## src/pipeline_regs.svh

```systemverilog
`ifndef PIPELINE_REGS_SVH
`define PIPELINE_REGS_SVH

// ----------------------------------------------------------------------
// Field positions
// ----------------------------------------------------------------------
`define CTRL_ENABLE_BIT 0
`define CTRL_DONE_BIT 1
`define INTERP_CLEAR_BIT 2
`define POL_H_BIT 0
`define POL_V_BIT 1

// ----------------------------------------------------------------------
// Widths and reset values
// ----------------------------------------------------------------------
`define DEFECT_CTRL_W 2
`define INTERP_CTRL_W 4
`define POL_W 2
`define BAYER_W 2
`define IRQ_CTRL_W 18
`define STATUS_W 18
`define POL_RESET 2'h3
`define BAYER_RESET 2'h0
`define STATUS_RESET 18'h00000
`define IRQ_CTRL_RESET 18'h00000

`endif

```

## src/pipeline_pkg.sv

```systemverilog
package pipeline_pkg;
    typedef enum logic [0:0] {
        frame_active,
        frame_blanking
    } frame_phase_e;
endpackage : pipeline_pkg

```

## src/frame_if.sv

```systemverilog
`timescale 1ns/1ps
interface frame_if;
    logic vblank;
    logic vertical_high;
    logic frame_end;
    modport detector (input vblank, input vertical_high, output frame_end);
    modport consumer (output vblank, output vertical_high, input frame_end);
endinterface : frame_if

```

## src/frame_end_detect.sv

```systemverilog
`timescale 1ns/1ps
`include "pipeline_regs.svh"
module frame_end_detect
    import pipeline_pkg::*;
(
    // Clock and resets
    input wire logic clock,
    input wire logic rst_b,
    input wire logic sclr,
    // Frame signals
    frame_if.detector frame
);
    typedef struct packed {
        frame_phase_e phase;
        logic frame_end;
    } det_s;

    det_s state;
    det_s next_state;
    logic blanking;

    always_comb begin
        // Normalise the vertical blanking level to asserted-high.
        blanking = ~(frame.vblank ^ frame.vertical_high);
        next_state = state;
        next_state.frame_end = 1'b0;
        case (state.phase)
            frame_active: begin
                if (blanking) begin
                    next_state.phase = frame_blanking;
                    next_state.frame_end = 1'b1;
                end
            end
            frame_blanking: begin
                if (!blanking) begin
                    next_state.phase = frame_active;
                end
            end
            default: begin
                next_state.phase = frame_active;
            end
        endcase
        if (sclr) begin
            next_state.phase = frame_active;
            next_state.frame_end = 1'b0;
        end
    end

    always_ff @(posedge clock or negedge rst_b) begin
        if (!rst_b) begin
            state <= '{phase: frame_active, frame_end: 1'b0};
        end else begin
            state <= next_state;
        end
    end

    assign frame.frame_end = state.frame_end;
endmodule : frame_end_detect

```

## src/pipeline_host_config_ports.sv

```systemverilog
`timescale 1ns/1ps
`include "pipeline_regs.svh"
module pipeline_host_config_ports
    import pipeline_pkg::*;
#(
    parameter int WIDTH = 8,
    parameter int COLS_WIDTH = 12,
    parameter int ROWS_WIDTH = 12
) (
    // Clock and resets
    input wire logic clock,
    input wire logic rst_b,
    input wire logic sclr,
    // Timing inputs
    input wire logic hblank_in,
    input wire logic vblank_in,
    // Defect correction settings
    input wire logic [`DEFECT_CTRL_W-1:0] defect_control,
    input wire logic [WIDTH-1:0] defect_neighbour_threshold,
    input wire logic [WIDTH-1:0] defect_same_colour_threshold,
    // Interpolation settings
    input wire logic [`INTERP_CTRL_W-1:0] interp_control,
    input wire logic [COLS_WIDTH-1:0] active_left_in,
    input wire logic [COLS_WIDTH-1:0] active_right_in,
    input wire logic [ROWS_WIDTH-1:0] active_top_in,
    input wire logic [ROWS_WIDTH-1:0] active_bottom_in,
    input wire logic [COLS_WIDTH-1:0] total_rows_in,
    input wire logic [COLS_WIDTH-1:0] total_cols_in,
    input wire logic [ROWS_WIDTH-1:0] blank_rows_in,
    input wire logic [COLS_WIDTH-1:0] blank_left_in,
    input wire logic [COLS_WIDTH-1:0] blank_right_in,
    input wire logic [`POL_W-1:0] blank_polarity_in,
    input wire logic [`BAYER_W-1:0] bayer_phase_in,
    input wire logic [`IRQ_CTRL_W-1:0] irq_control,
    // Status events from the datapath
    input wire logic [`STATUS_W-1:0] status_event,
    // Working defect settings
    output logic defect_enable,
    output logic [WIDTH-1:0] defect_neighbour_threshold_out,
    output logic [WIDTH-1:0] defect_same_colour_threshold_out,
    // Working interpolation settings
    output logic interp_enable,
    output logic [COLS_WIDTH-1:0] active_left_out,
    output logic [COLS_WIDTH-1:0] active_right_out,
    output logic [ROWS_WIDTH-1:0] active_top_out,
    output logic [ROWS_WIDTH-1:0] active_bottom_out,
    output logic [COLS_WIDTH-1:0] total_rows_out,
    output logic [COLS_WIDTH-1:0] total_cols_out,
    output logic [ROWS_WIDTH-1:0] blank_rows_out,
    output logic [COLS_WIDTH-1:0] blank_left_out,
    output logic [COLS_WIDTH-1:0] blank_right_out,
    output logic [`POL_W-1:0] blank_polarity_out,
    output logic [`BAYER_W-1:0] bayer_phase_out,
    output logic [`IRQ_CTRL_W-1:0] irq_control_out,
    // Status and timing
    output logic [`STATUS_W-1:0] interp_status,
    output logic hblank_asserted,
    output logic vblank_asserted,
    output logic settings_loaded
);
    // ------------------------------------------------------------------
    // Parameter checks
    // ------------------------------------------------------------------
    if (WIDTH < 1 || COLS_WIDTH < 1 || ROWS_WIDTH < 1) begin : g_bad_width
        $error("pipeline_host_config_ports: widths must be at least one");
    end

    // ------------------------------------------------------------------
    // State
    // ------------------------------------------------------------------
    typedef struct packed {
        logic defect_enable;
        logic [WIDTH-1:0] neighbour_thr;
        logic [WIDTH-1:0] same_colour_thr;
        logic interp_enable;
        logic [COLS_WIDTH-1:0] active_left;
        logic [COLS_WIDTH-1:0] active_right;
        logic [ROWS_WIDTH-1:0] active_top;
        logic [ROWS_WIDTH-1:0] active_bottom;
        logic [COLS_WIDTH-1:0] total_rows;
        logic [COLS_WIDTH-1:0] total_cols;
        logic [ROWS_WIDTH-1:0] blank_rows;
        logic [COLS_WIDTH-1:0] blank_left;
        logic [COLS_WIDTH-1:0] blank_right;
        logic [`POL_W-1:0] polarity;
        logic [`BAYER_W-1:0] bayer;
        logic [`IRQ_CTRL_W-1:0] irq_ctl;
        logic [`STATUS_W-1:0] status;
        logic h_asserted;
        logic v_asserted;
        logic loaded;
    } cfg_s;

    localparam cfg_s CFG_RESET = '{
        polarity: `POL_RESET,
        bayer: `BAYER_RESET,
        irq_ctl: `IRQ_CTRL_RESET,
        status: `STATUS_RESET,
        default: '0
    };

    cfg_s state;
    cfg_s next_state;

    // ------------------------------------------------------------------
    // Frame end detection
    // ------------------------------------------------------------------
    frame_if frame ();

    assign frame.vblank = vblank_in;
    // The detector follows the working polarity so that a polarity change
    // written mid-frame cannot fake an end of frame.
    assign frame.vertical_high = state.polarity[`POL_V_BIT];

    frame_end_detect u_frame_end (
        .clock(clock),
        .rst_b(rst_b),
        .sclr(sclr),
        .frame(frame.detector)
    );

    // ------------------------------------------------------------------
    // Next state
    // ------------------------------------------------------------------
    always_comb begin
        next_state = state;
        next_state.loaded = 1'b0;
        next_state.h_asserted = ~(hblank_in ^ state.polarity[`POL_H_BIT]);
        next_state.v_asserted = ~(vblank_in ^ state.polarity[`POL_V_BIT]);
        if (interp_control[`INTERP_CLEAR_BIT]) begin
            next_state.status = status_event;
        end else begin
            next_state.status = state.status | status_event;
        end
        if (frame.frame_end) begin
            if (defect_control[`CTRL_DONE_BIT]) begin
                next_state.defect_enable = defect_control[`CTRL_ENABLE_BIT];
                next_state.neighbour_thr = defect_neighbour_threshold;
                next_state.same_colour_thr = defect_same_colour_threshold;
                next_state.loaded = 1'b1;
            end
            if (interp_control[`CTRL_DONE_BIT]) begin
                next_state.interp_enable = interp_control[`CTRL_ENABLE_BIT];
                next_state.active_left = active_left_in;
                next_state.active_right = active_right_in;
                next_state.active_top = active_top_in;
                next_state.active_bottom = active_bottom_in;
                next_state.total_rows = total_rows_in;
                next_state.total_cols = total_cols_in;
                next_state.blank_rows = blank_rows_in;
                next_state.blank_left = blank_left_in;
                next_state.blank_right = blank_right_in;
                next_state.polarity = blank_polarity_in;
                next_state.bayer = bayer_phase_in;
                next_state.irq_ctl = irq_control;
                next_state.loaded = 1'b1;
            end
        end
        if (sclr) begin
            next_state = CFG_RESET;
        end
    end

    always_ff @(posedge clock or negedge rst_b) begin
        if (!rst_b) begin
            state <= CFG_RESET;
        end else begin
            state <= next_state;
        end
    end

    // ------------------------------------------------------------------
    // Outputs
    // ------------------------------------------------------------------
    assign defect_enable = state.defect_enable;
    assign defect_neighbour_threshold_out = state.neighbour_thr;
    assign defect_same_colour_threshold_out = state.same_colour_thr;
    assign interp_enable = state.interp_enable;
    assign active_left_out = state.active_left;
    assign active_right_out = state.active_right;
    assign active_top_out = state.active_top;
    assign active_bottom_out = state.active_bottom;
    assign total_rows_out = state.total_rows;
    assign total_cols_out = state.total_cols;
    assign blank_rows_out = state.blank_rows;
    assign blank_left_out = state.blank_left;
    assign blank_right_out = state.blank_right;
    assign blank_polarity_out = state.polarity;
    assign bayer_phase_out = state.bayer;
    assign irq_control_out = state.irq_ctl;
    assign interp_status = state.status;
    assign hblank_asserted = state.h_asserted;
    assign vblank_asserted = state.v_asserted;
    assign settings_loaded = state.loaded;
endmodule : pipeline_host_config_ports

```

## config.mk

```make
export PLATFORM = sky130hd
export DESIGN_NAME = pipeline_host_config_ports
export DESIGN_NICKNAME = d
export VERILOG_FILES = /design/src/pipeline_pkg.sv /design/src/frame_if.sv /design/src/frame_end_detect.sv /design/src/pipeline_host_config_ports.sv
export VERILOG_INCLUDE_DIRS = /design/src
export SDC_FILE = /design/constraint.sdc
export NUM_CORES = 1
export LEC_CHECK = 0
export ABC_AREA = 1
export BUFFER_PORTS_ARGS = -buffer_cell sky130_fd_sc_hd__buf_4
export CAP_MARGIN = 40
export CORE_ASPECT_RATIO = 0.75
export CORE_MARGIN = 5
export CORE_UTILIZATION = 34
export CTS_CLUSTER_SIZE = 40
export DETAILED_ROUTE_END_ITERATION = 10
export PLACE_DENSITY_LB_ADDON = 0.1
export SYNTH_ARGS = -nofsm -noshare
export SYNTH_HDL_FRONTEND = slang
export SYNTH_HIERARCHICAL = 1
export SYNTH_SLANG_ARGS = --single-unit
```

## constraint.sdc

```tcl
create_clock -name clock -period 2.2 [get_ports clock]
set_input_delay 0.22 -clock clock [delete_from_list [all_inputs] [get_ports clock]]
set_output_delay 0.22 -clock clock [all_outputs]
set_load 0.01 [all_outputs]
```

Word level (Yosys, flattened, before mapping) --
Cells that the tools add are included.
Operators by class: reductions and logical operators 5, bitwise gates (word level) 6, muxes and demuxes 13
Operators by type and width (count):
- $mux 169 | 1
- $mux 148 | 1
- $mux 131 | 1
- $mux 18 | 1
- $or 18x18->18 | 1
- $mux 17 | 1
- $reduce_bool 2->1 | 3
- $mux 1 | 5
- $mux 2 | 2
- $reduce_and 2->1 | 2
- $not 1->1 | 3
- $pmux 1 s2 | 1
- $xor 1x1->1 | 2
Word-level totals: output and inout bits 169, word-level logic and storage cells 46, input port bits 175, bits in registers 171

Longest topological paths before layout --
Gate-level depths: netlist of the first run.
depth in word-level cells 4, gate-level depth with buffers 6, gate-level depth less buffers 4

By module --
Netlist of the first run, hierarchy kept.
By module, submodules not included:
- pipeline_host_config_ports | cells each 1045, seq. area each 4231.6 um^2, area each 7781.2 um^2, instances 1
- frame_end_detect | cells each 10, seq. area each 50.0 um^2, area each 88.8 um^2, instances 1

Least setup slack after synthesis of the first run --
OpenSTA, ideal clock, no wires.
kind register -> register, start point register u_frame_end.state, in the netlist u_frame_end/frame.frame_end, end point register state, in the netlist active_bottom_out[0], arrival 1.081 ns, setup time 0.066 ns, setup slack 1.052 ns, stages on the path, launching flop included 6, cells stage by stage dfrtp_1 > nand2_2 > buf_2 > buf_1 > nand3_1 > nand2_1
On the way: cells in the longest elaborated chain, start to end 2
RTL lines:
- start: declaration | line frame_end_detect.sv:18 | det_s state;
- start signal: assignment | line frame_end_detect.sv:51 | state <= '{phase: frame_active, frame_end: 1'b0};
- start signal: assignment | line frame_end_detect.sv:53 | state <= next_state;
- $reduce_bool 2->1 (no source line)
- $reduce_and 2->1 (no source line)
- end signal: assignment | line pipeline_host_config_ports.sv:168 | state <= next_state;
- end: declaration | line pipeline_host_config_ports.sv:102 | cfg_s state;
No other way between the ends. A chain may end at the register's enable or synchronous reset.

Worst setup path after layout of the first run --
start point register u_frame_end.state, in the netlist u_frame_end/frame.frame_end, end point register state, in the netlist total_cols_out[11]
The elaborated chain is that of the path after synthesis.

==> results of run 1 <==
==> kinds of logic after synthesis <==
| logic type | synth area share |
|---|---|
| flip-flops | 0.544 |
| buffers and inverters | 0.120 |
| AND/OR/NAND/NOR | 0.324 |
| AO/OA/AOI/OAI | 0.0121 |
==> final cells by class <==
cell class	instances	share of cell area
clock inverter	13	0.0118
tap	300	0.0332
multi-input combinational	645	0.235
timing repair buffer	357	0.246
inverter	174	0.0579
sequential	171	0.378
clock buffer	18	0.0379
==> power by group <==
| part | internal, W | leakage (nW) | switching (W) | total [W] |
|---|---|---|---|---|
| registers | 0.00342 | 2.21 | 0.000156 | 0.00357 |
| clock network | 0.00159 | 0.272 | 0.00138 | 0.00297 |
| logic | 0.000755 | 4.36 | 0.000832 | 0.00159 |
==> through the flow <==
step | setup WS [ns] | cells | hold WS (ns)
final | 0.752 | 1678 | 0.0315
after global routing | 0.743 | 1678 | 0.0160
after CTS | 0.805 | 1678 | 0.00360
after detailed placement | 0.828 | 1646 | 0.267
after global placement | 0.831 | 1646 | 0.270
after floorplan | 1.05 | 1055 | -0.0756
==> synthesized netlist by cell type <==
master / instances / area share
a21oi_1: 19 / 0.012
buf_1: 11 / 0.0052
buf_2: 35 / 0.022
buf_4: 1 / 0.00095
clkbuf_1: 18 / 0.0086
clkinv_1: 1 / 0.00048
dfrtp_1: 169 / 0.54
dfstp_2: 2 / 0.0067
inv_1: 172 / 0.082
inv_2: 1 / 0.00048
nand2_1: 324 / 0.15
nand2_2: 2 / 0.0016
nand3_1: 148 / 0.094
nand3_2: 1 / 0.0013
nor2_1: 150 / 0.072
nor2_2: 1 / 0.00080
==> worst register-to-register path: cells and delay by family, from the launching register on <==
family	cells	cell delay [ns]
and+or+nand+nor	3	0.59
buffers and inverters	1	0.40
DFF	1	0.41
==> worst max path at each step <==
| stage | startpoint | endpoint | depth (start not counted) |
|---|---|---|---|
| 2_1_floorplan | u_frame_end/frame.frame_end$_DFF_PN0_ | active_bottom_out[0]$_DFFE_PN0P_ | 5 |
| 3_3_place_gp | sclr | blank_polarity_out[0]$_DFFE_PN1P_ | 6 |
| 3_5_place_dp | sclr | total_cols_out[8]$_DFFE_PN0P_ | 5 |
| 4_1_cts | blank_polarity_out[0]$_DFFE_PN1P_ | blank_polarity_out[0] | 1 |
| 5_1_grt | u_frame_end/frame.frame_end$_DFF_PN0_ | blank_right_out[6]$_DFFE_PN0P_ | 4 |
| 6_report | u_frame_end/frame.frame_end$_DFF_PN0_ | total_cols_out[11]$_DFFE_PN0P_ | 4 |
==> routing by layer <==
layer,share of wire,vias to the layer above
met5,0,-
met4,0.018,0
met3,0.079,29
met2,0.46,221
met1,0.44,3349
li1,-,3743
==> results.json, run 1 <==
{
  "r2r_end": "total_cols_out[11]$_DFFE_PN0P_",
  "grt_first_pass_wirelength_microns": 39100,
  "min_path_type": "input pin to flip-flop",
  "fill_cells": 2336,
  "grt_start_max_net_pins": 167,
  "start_util": 0.344,
  "netlist_instances": 1055,
  "cts_tree": "done",
  "grt_pass1_vias": 7039,
  "core-area_sq_mm": 0.0229,
  "drive_gt1_frac": 0.286,
  "via_per_inst": 4.38,
  "reg2regPathDepth": 4,
  "gr-usage-met2": 0.291,
  "drt-pass1-iter-count": 4,
  "clock_skew_ns": 0.0122,
  "cp-end-kind": "flip-flop",
  "drtAntennaViolNets": 0,
  "synth_area_per_cell_sq_um": 7.46,
  "grt.busiest_layer": "met2",
  "yosysWarnings": 6,
  "crit_type": "flip-flop to flip-flop",
  "status": "finished, final reports clean",
  "portBuffers": 342,
  "setup_violations": 0,
  "post_cts_resized": 0,
  "final_common_cell": "buf_4",
  "fin_crit_sh": 0.658,
  "gr-total-overflow": 0,
  "final_hold_viol_count": 0,
  "diodes": 0,
  "crit_fanout": 132,
  "power_leakage_nw": 6.85,
  "synthesis.area_sq_mm": 0.00787,
  "crit_slowest_cell": "dfrtp_1",
  "cp_data_required_time_ns": 2.55,
  "power_density_mw_per_mm2": 718,
  "root_buffer": "clkbuf_16",
  "cts_buffer_depth": 2,
  "fmax_mhz": 691,
  "met1_usage": 0.252,
  "path_clk_slew_ns": 0.07,
  "cp.arrival_ns": 1.80,
  "relSlewSlack": 0.366,
  "drt-wirelength-per-cell_microns": 15.1,
  "syn_nets": 1230,
  "cts_num_sinks": 171,
  "gp_congestion": 0.797,
  "layout_common_cells": "buf_4 (347), nand2_1 (323), inv_1 (172)",
  "dr_total_vias": 7342,
  "hp-start": "status_event[7]",
  "synth-seq-cells": 171,
  "yosys.cell_types.count": 16,
  "synthToLayoutAreaGrowth_pct": 43.8,
  "die_area_sq_mm": 0.0263,
  "rsz0062_at_grt": "false",
  "routed_wirelength_microns": 25300,
  "final_core_util": 0.495,
  "maxCapViolations": 0,
  "fin_setup_tns_ns": 0,
  "clk_latency_ns": 0.43,
  "r2r-start": "u_frame_end/frame.frame_end$_DFF_PN0_",
  "cp-start-kind": "flip-flop",
  "placed_area_sq_mm": 0.0107,
  "fp.dieH_microns": 142,
  "numCtsBuffers": 17,
  "cp_num_buf_inv": 1,
  "die_w_microns": 186,
  "cts_hold_buf": 1,
  "antenna_found_initial": 0,
  "drc": 0,
  "rows": 48,
  "multiInputGateArea_sq_mm": 0.00266,
  "min_delay_path_depth": 3,
  "cp_cell_sequence": "nand2_4, buf_12, nand3_1, nand2_1",
  "nNetsFinal": 1541,
  "htreeDepth": 4,
  "dp_hpwl_microns": 16600,
  "track_usage": 0.186,
  "p_total_w": 0.00813,
  "use_met3": 0.0546,
  "hold_path_end": "interp_status[7]$_DFF_PN0_",
  "drv_slew": 0,
  "peakVddDrop_uv": 421,
  "post-cts-setup-buffers": 0,
  "io_pins": 344,
  "synth_seq_area_share": 0.544,
  "seq_area_sq_mm": 0.00428,
  "tightest_slew_ns": 0.951,
  "crit_family": "flip-flops",
  "slowest_delay_ns": 0.41,
  "regToRegSetupSlack_ns": 0.75,
  "stdcell_area_sq_mm": 0.0113,
  "drt-initial-drc-count": 389,
  "period_minus_slack_ns": 1.45
}
Note: power is estimated with default switching activity, not from simulation.
==> run 2, diff against run 1 <==
--- a/config.mk
+++ b/config.mk
@@ -6,7 +6,7 @@
 export SDC_FILE = /design/constraint.sdc
 export NUM_CORES = 1
 export LEC_CHECK = 0
-export ABC_AREA = 1
+export ABC_AREA = 0
 export BUFFER_PORTS_ARGS = -buffer_cell sky130_fd_sc_hd__buf_4
 export CAP_MARGIN = 40
 export CORE_ASPECT_RATIO = 0.75
==> constraint.sdc (replaced) <==
create_clock -name clock -period 1.35 [get_ports clock]
set_input_delay 0.135 -clock clock [delete_from_list [all_inputs] [get_ports clock]]
set_output_delay 0.135 -clock clock [all_outputs]
set_load 0.01 [all_outputs]
==> run 2 against run 1 <==
- wire length rose by 5.0%
- power is 56% higher
- global-route usage increased by 0.35 points
- critical path type unchanged
- critical endpoint is now blank_left_out[3]$_DFFE_PN0P_
- largest power group unchanged
==> results.json, run 2 <==
{
  "numCtsBuffers": 17,
  "power_density_mw_per_mm2": 959,
  "drt-initial-drc-count": 302,
  "synth_mux_area_frac": 0,
  "seq_power_share": 0.427,
  "setup_violations": 0,
  "swShare": 0.256,
  "diodes": 0,
  "dr_total_vias": 7572,
  "path_clk_slew_ns": 0.06,
  "clock_skew_ns": 0.00934,
  "multiInputGateArea_sq_mm": 0.00322,
  "synth_xor_area_frac": 0.00326,
  "power_leakage_nw": 6.31,
  "rows": 48,
  "die_area_sq_mm": 0.0269,
  "antenna_found_initial": 0,
  "synth_seq_area_share": 0.532,
  "drtAntennaViolNets": 0,
  "synth-seq-cells": 171,
  "rsz0062_at_grt": "false",
  "netlist_instances": 763,
  "async_reset_ff_frac": 1.00,
  "cp-end-kind": "flip-flop",
  "synth_most_common_cell": "dfrtp_1",
  "synth_commonest_cells": "dfrtp_1 (169), a21oi_1 (164), nand3_1 (146)",
  "met1_usage": 0.245,
  "root_buffer": "clkbuf_16",
  "final_common_cell": "buf_4",
  "period_minus_slack_ns": 1.28,
  "drt-pass1-iter-count": 4,
  "synth-edff-count": 0,
  "relSlewSlack": 0.743,
  "fp.dieH_microns": 143,
  "synthToLayoutAreaGrowth_pct": 64.6,
  "ys_top_cells_by_area": "dfrtp_1 (53%), a21bo_1 (12%), a21oi_1 (10%)",
  "cp_data_required_time_ns": 1.69,
  "hold_ws_ns": 0.0215,
  "synthesis.area_sq_mm": 0.00806,
  "drt-wirelength-per-cell_microns": 17.2,
  "synthSimpleGateAreaFrac": 0.111,
  "htreeDepth": 4,
  "cp.arrival_ns": 1.62,
  "start_util": 0.347,
  "fmax_mhz": 780,
  "drv_slew": 0,
  "portBuffers": 342,
  "synth_top_area_frac": 0.525,
  "comb_power_share": 0.189,
  "crit_type": "flip-flop to flip-flop",
  "routed_wirelength_microns": 26600,
  "grt_pass1_vias": 7552,
  "synth_fa_ha_area_frac": 0,
  "cts_buffer_depth": 2,
  "power.switching_w": 0.00326,
  "synth_compound_gate_area_share": 0.285,
  "drive_gt1_frac": 0.369,
  "fin_setup_tns_ns": 0,
  "yosysWarnings": 6,
  "gr-usage-met2": 0.300,
  "tightest_slew_ns": 0.385,
  "nNetsFinal": 1411,
  "yosys.area.top_type": "dfrtp_1",
  "yosys.cell_types.count": 20,
  "drc": 0,
  "track_usage": 0.190,
  "synth-main-ff-cell": "dfrtp_1",
  "dp_hpwl_microns": 17200,
  "clk_latency_ns": 0.42,
  "synth_top_family_by_area": "compound AO/OA/AOI/OAI gates",
  "peakVddDrop_uv": 686,
  "core-area_sq_mm": 0.0232,
  "grt_start_max_net_pins": 66,
  "maxCapViolations": 0,
  "cp-start-kind": "flip-flop",
  "post-cts-setup-buffers": 0,
  "fill_cells": 2009,
  "fin_crit_sh": 0.950,
  "gp_congestion": 0.773,
  "die_w_microns": 188,
  "cts_tree": "done",
  "crit_fanout": 36,
  "grt_first_pass_wirelength_microns": 41700,
  "min_path_type": "input pin to flip-flop",
  "grt.busiest_layer": "met2",
  "layout_common_cells": "buf_4 (352), dfrtp_1 (168), dlygate4sd3_1 (167)",
  "seq_area_sq_mm": 0.00429,
  "p_int_w": 0.00945,
  "use_met3": 0.0685,
  "syn_nets": 938,
  "p_clk_frac": 0.383,
  "status": "finished, final reports clean",
  "final_hold_viol_count": 0,
  "cts_num_sinks": 171,
  "io_pins": 344,
  "via_per_inst": 4.89,
  "gr-total-overflow": 0,
  "synth_area_per_cell_sq_um": 10.6
}
[run 2: path summary, 6_finish.rpt]
path | start | endpoint | slack (ns) | cells past startpoint
max reg2reg | u_frame_end/frame.frame_end$_DFF_PN0_ | blank_left_out[3]$_DFFE_PN0P_ | 0.07 | 4
min reg2reg | u_frame_end/state[1]$_DFF_PN0_ | u_frame_end/frame.frame_end$_DFF_PN0_ | 0.41 | 1
max | u_frame_end/frame.frame_end$_DFF_PN0_ | blank_left_out[3]$_DFFE_PN0P_ | 0.07 | 4
min | total_rows_in[8] | total_rows_out[8]$_DFFE_PN0P_ | 0.02 | 3
max in group asynchronous | rst_b | defect_same_colour_threshold_out[2]$_DFFE_PN0P_ | 0.57 | 3
min in group asynchronous | rst_b | interp_status[7]$_DFF_PN0_ | 0.15 | 2
[run 2: timing repair]
item                                    4_1_cts  5_1_grt
endpoints found under the setup margin        0        3
endpoints found under the hold margin       338        0
gates resized for setup                       0        2
hold buffers                                167        0
[run 2: critical path, stage by stage, from the launching register on]
cell and delay [ns]:
dfrtp_4 0.50, buf_12 0.17, buf_12 0.17, a21bo_2 0.22
a21oi_1 0.14
[run 2: logic make-up after synthesis]
group                  Yosys count
AND/OR/NAND/NOR                173
XOR/XNOR                         3
buffers and inverters          104
flip-flops                     171
AO/OA/AOI/OAI                  312
[run 2: routing by layer]
metal | wire, microns | up-vias
met5 | 0 | -
met4 | 665 | 0
met3 | 1920 | 47
met2 | 12500 | 247
met1 | 11600 | 3642
li1 | - | 3636
[run 2: area by class of cell]
type                    instances  share of cell area
multi-input cells             488               0.243
repair buffers                540               0.357
inverters                      18             0.00510
flip-flops and latches        171               0.323
clock inverters                11             0.00915
clock buffers                  20              0.0344
well taps                     300              0.0283
[run 2: power by group through the flow]
stage | Clock [W] | Sequential, W | Combinational, W
floorplan | 0 | 0.00561 | 0.000819
global placement | 0 | 0.00552 | 0.00199
detailed placement | 0 | 0.00553 | 0.00199
CTS | 0.00502 | 0.00543 | 0.00240
global route | 0.00523 | 0.00546 | 0.00261
finish | 0.00487 | 0.00543 | 0.00241
[run 2: per-stage QoR]
stage          instance area, sq um  total power [W]  setup WS, ns  utilization  instances
3_3_place_gp                  11000          0.00752        0.0677        0.473       1349
2_1_floorplan                  8060          0.00643         0.233            -        763
5_1_grt                       13300           0.0133       0.00819        0.572       1548
3_5_place_dp                  11000          0.00752        0.0628        0.473       1349
6_report                      13300           0.0127        0.0676        0.572       1548
4_1_cts                       13200           0.0129        0.0137        0.570       1547
==> run 3, diff against run 2 <==
--- a/config.mk
+++ b/config.mk
@@ -11,7 +11,7 @@
 export CAP_MARGIN = 40
 export CORE_ASPECT_RATIO = 0.75
 export CORE_MARGIN = 5
-export CORE_UTILIZATION = 34
+export CORE_UTILIZATION = 48
 export CTS_CLUSTER_SIZE = 40
 export DETAILED_ROUTE_END_ITERATION = 10
 export PLACE_DENSITY_LB_ADDON = 0.1
==> run 3 against run 2 <==
- clock skew down 0.0011 ns
- via count up 2.6%
- sequential cell count unchanged
- clock-buffer cell count down 1
- cell area down 0.20%
- sequential share of layout area up 0.064 points
- largest cell class unchanged
- largest power group unchanged
- highest routed layer unchanged
==> results.json, run 3 (same netlist as run 2, synthesis figures left out) <==
{
  "maxCapViolations": 0,
  "cp-endpoint": "active_right_out[7]$_DFFE_PN0P_",
  "power_density_mw_per_mm2": 995,
  "reg2regPathDepth": 3,
  "htreeDepth": 4,
  "tightest_slew_ns": 0.369,
  "grt_pass1_vias": 7963,
  "final_common_cell": "buf_4",
  "routed_wirelength_microns": 26900,
  "fmax_mhz": 759,
  "setup_slack_ns": 0.0319,
  "clock_skew_ns": 0.00828,
  "fp.dieH_microns": 122,
  "die_area_sq_mm": 0.0195,
  "gp_congestion": 0.798,
  "cts_tree": "done",
  "cp-end-kind": "flip-flop",
  "drive_gt1_frac": 0.381,
  "gr-total-overflow": 0,
  "track_usage": 0.271,
  "post-cts-setup-buffers": 0,
  "drt-wirelength-per-cell_microns": 18.4,
  "nNetsFinal": 1409,
  "dp_hpwl_microns": 16500,
  "rows": 41,
  "power_leakage_nw": 6.32,
  "peakVddDrop_uv": 825,
  "cp_data_required_time_ns": 1.69,
  "drc": 0,
  "core-area_sq_mm": 0.0167,
  "cp.arrival_ns": 1.66,
  "root_buffer": "clkbuf_16",
  "pre_cts_slack_ns": 0.0186,
  "relSlewSlack": 0.754,
  "die_w_microns": 160,
  "r2r-start": "u_frame_end/frame.frame_end$_DFF_PN0_",
  "rsz0062_at_grt": "true",
  "r2r_end": "active_right_out[7]$_DFFE_PN0P_",
  "via_per_inst": 5.32,
  "layout_common_cells": "buf_4 (351), dfrtp_1 (168), dlygate4sd3_1 (166)",
  "cts_buffer_depth": 2,
  "dr_total_vias": 7769,
  "cts_num_sinks": 171,
  "fill_cells": 1005,
  "synthToLayoutAreaGrowth_pct": 64.3,
  "status": "finished, final reports clean",
  "period_minus_slack_ns": 1.32,
  "min_path_type": "input pin to flip-flop",
  "clk_latency_ns": 0.42,
  "drt-initial-drc-count": 662,
  "cp-startpoint": "u_frame_end/frame.frame_end$_DFF_PN0_",
  "io_pins": 344,
  "path_clk_slew_ns": 0.06,
  "crit_fanout": 46,
  "antenna_found_initial": 1,
  "drv_slew": 0,
  "numCtsBuffers": 17,
  "grt_first_pass_wirelength_microns": 42500,
  "regToRegSetupSlack_ns": 0.03,
  "crit_type": "flip-flop to flip-flop",
  "fin_crit_sh": 0.976,
  "setup_violations": 0,
  "portBuffers": 342,
  "drt-pass1-iter-count": 5,
  "final_core_util": 0.794,
  "grt_start_max_net_pins": 58,
  "final_hold_viol_count": 0,
  "start_util": 0.483,
  "cp-start-kind": "flip-flop",
  "drtAntennaViolNets": 0
}
==> run 3: cell type report <==
type | count | area [sq um] | area share
clock buffers | 19 | 443 | 0.0335
multi-input cells | 488 | 3280 | 0.248
repair buffers | 538 | 4690 | 0.355
clock inverters | 11 | 195 | 0.0148
flip-flops and latches | 171 | 4290 | 0.324
inverters | 18 | 67.6 | 0.00511
diodes | 1 | 2.50 | 0.000189
well taps | 215 | 269 | 0.0203
==> run 3: where the power goes <==
group,internal [W],switching [W]
clock,0.00332,0.00201
sequential,0.00533,0.000131
combinational,0.00130,0.00109
total,0.00994,0.00323
==> run 3: worst min path at each step <==
| stage | startpoint | endpoint | slack, ns | cells after the start |
|---|---|---|---|---|
| after floorplan | rst_b | active_bottom_out[0]$_DFFE_PN0P_ | -0.16 | 0 |
| after global placement | rst_b | interp_status[1]$_DFF_PN0_ | 0.06 | 1 |
| after detailed placement | rst_b | interp_status[1]$_DFF_PN0_ | 0.06 | 1 |
| after CTS | defect_same_colour_threshold[1] | defect_same_colour_threshold_out[1]$_DFFE_PN0P_ | 0.004 | 3 |
| after global routing | defect_same_colour_threshold[1] | defect_same_colour_threshold_out[1]$_DFFE_PN0P_ | 0.02 | 3 |
| final | defect_same_colour_threshold[1] | defect_same_colour_threshold_out[1]$_DFFE_PN0P_ | 0.03 | 3 |
==> run 3: what timing repair did <==
item / in CTS / in global routing
hold endpoints to repair: 334 / 0
endpoints found under the setup margin: 0 / 23
gates resized for setup: 0 / 17
hold buffers: 166 / 0
==> run 3: per-layer routing <==
layer / GRT usage / wire length, microns / vias to the layer above
met5: 0 / 0 / -
met4: 0.108 / 942 / 0
met3: 0.0859 / 1910 / 69
met2: 0.451 / 13400 / 307
met1: 0.332 / 10600 / 3754
li1: - / - / 3639
==> run 3: critical path, stage by stage (launching register included) <==
cell	delay, ns
dfrtp_4	0.62
buf_12	0.24
a21bo_1	0.23
a21oi_2	0.15
==> run 3: through the flow <==
| stage | cell area [sq um] | hold slack (ns) | power [W] | instances | setup TNS, ns |
|---|---|---|---|---|---|
| floorplan | 8060 | -0.161 | 0.00643 | 763 | 0 |
| global placement | 10900 | 0.0601 | 0.00746 | 1264 | 0 |
| detailed placement | 10900 | 0.0595 | 0.00748 | 1264 | 0 |
| CTS | 13200 | 0.00383 | 0.0132 | 1460 | 0 |
| global route | 13200 | 0.0241 | 0.0137 | 1461 | -0.0786 |
| finish | 13200 | 0.0267 | 0.0132 | 1461 | 0 |
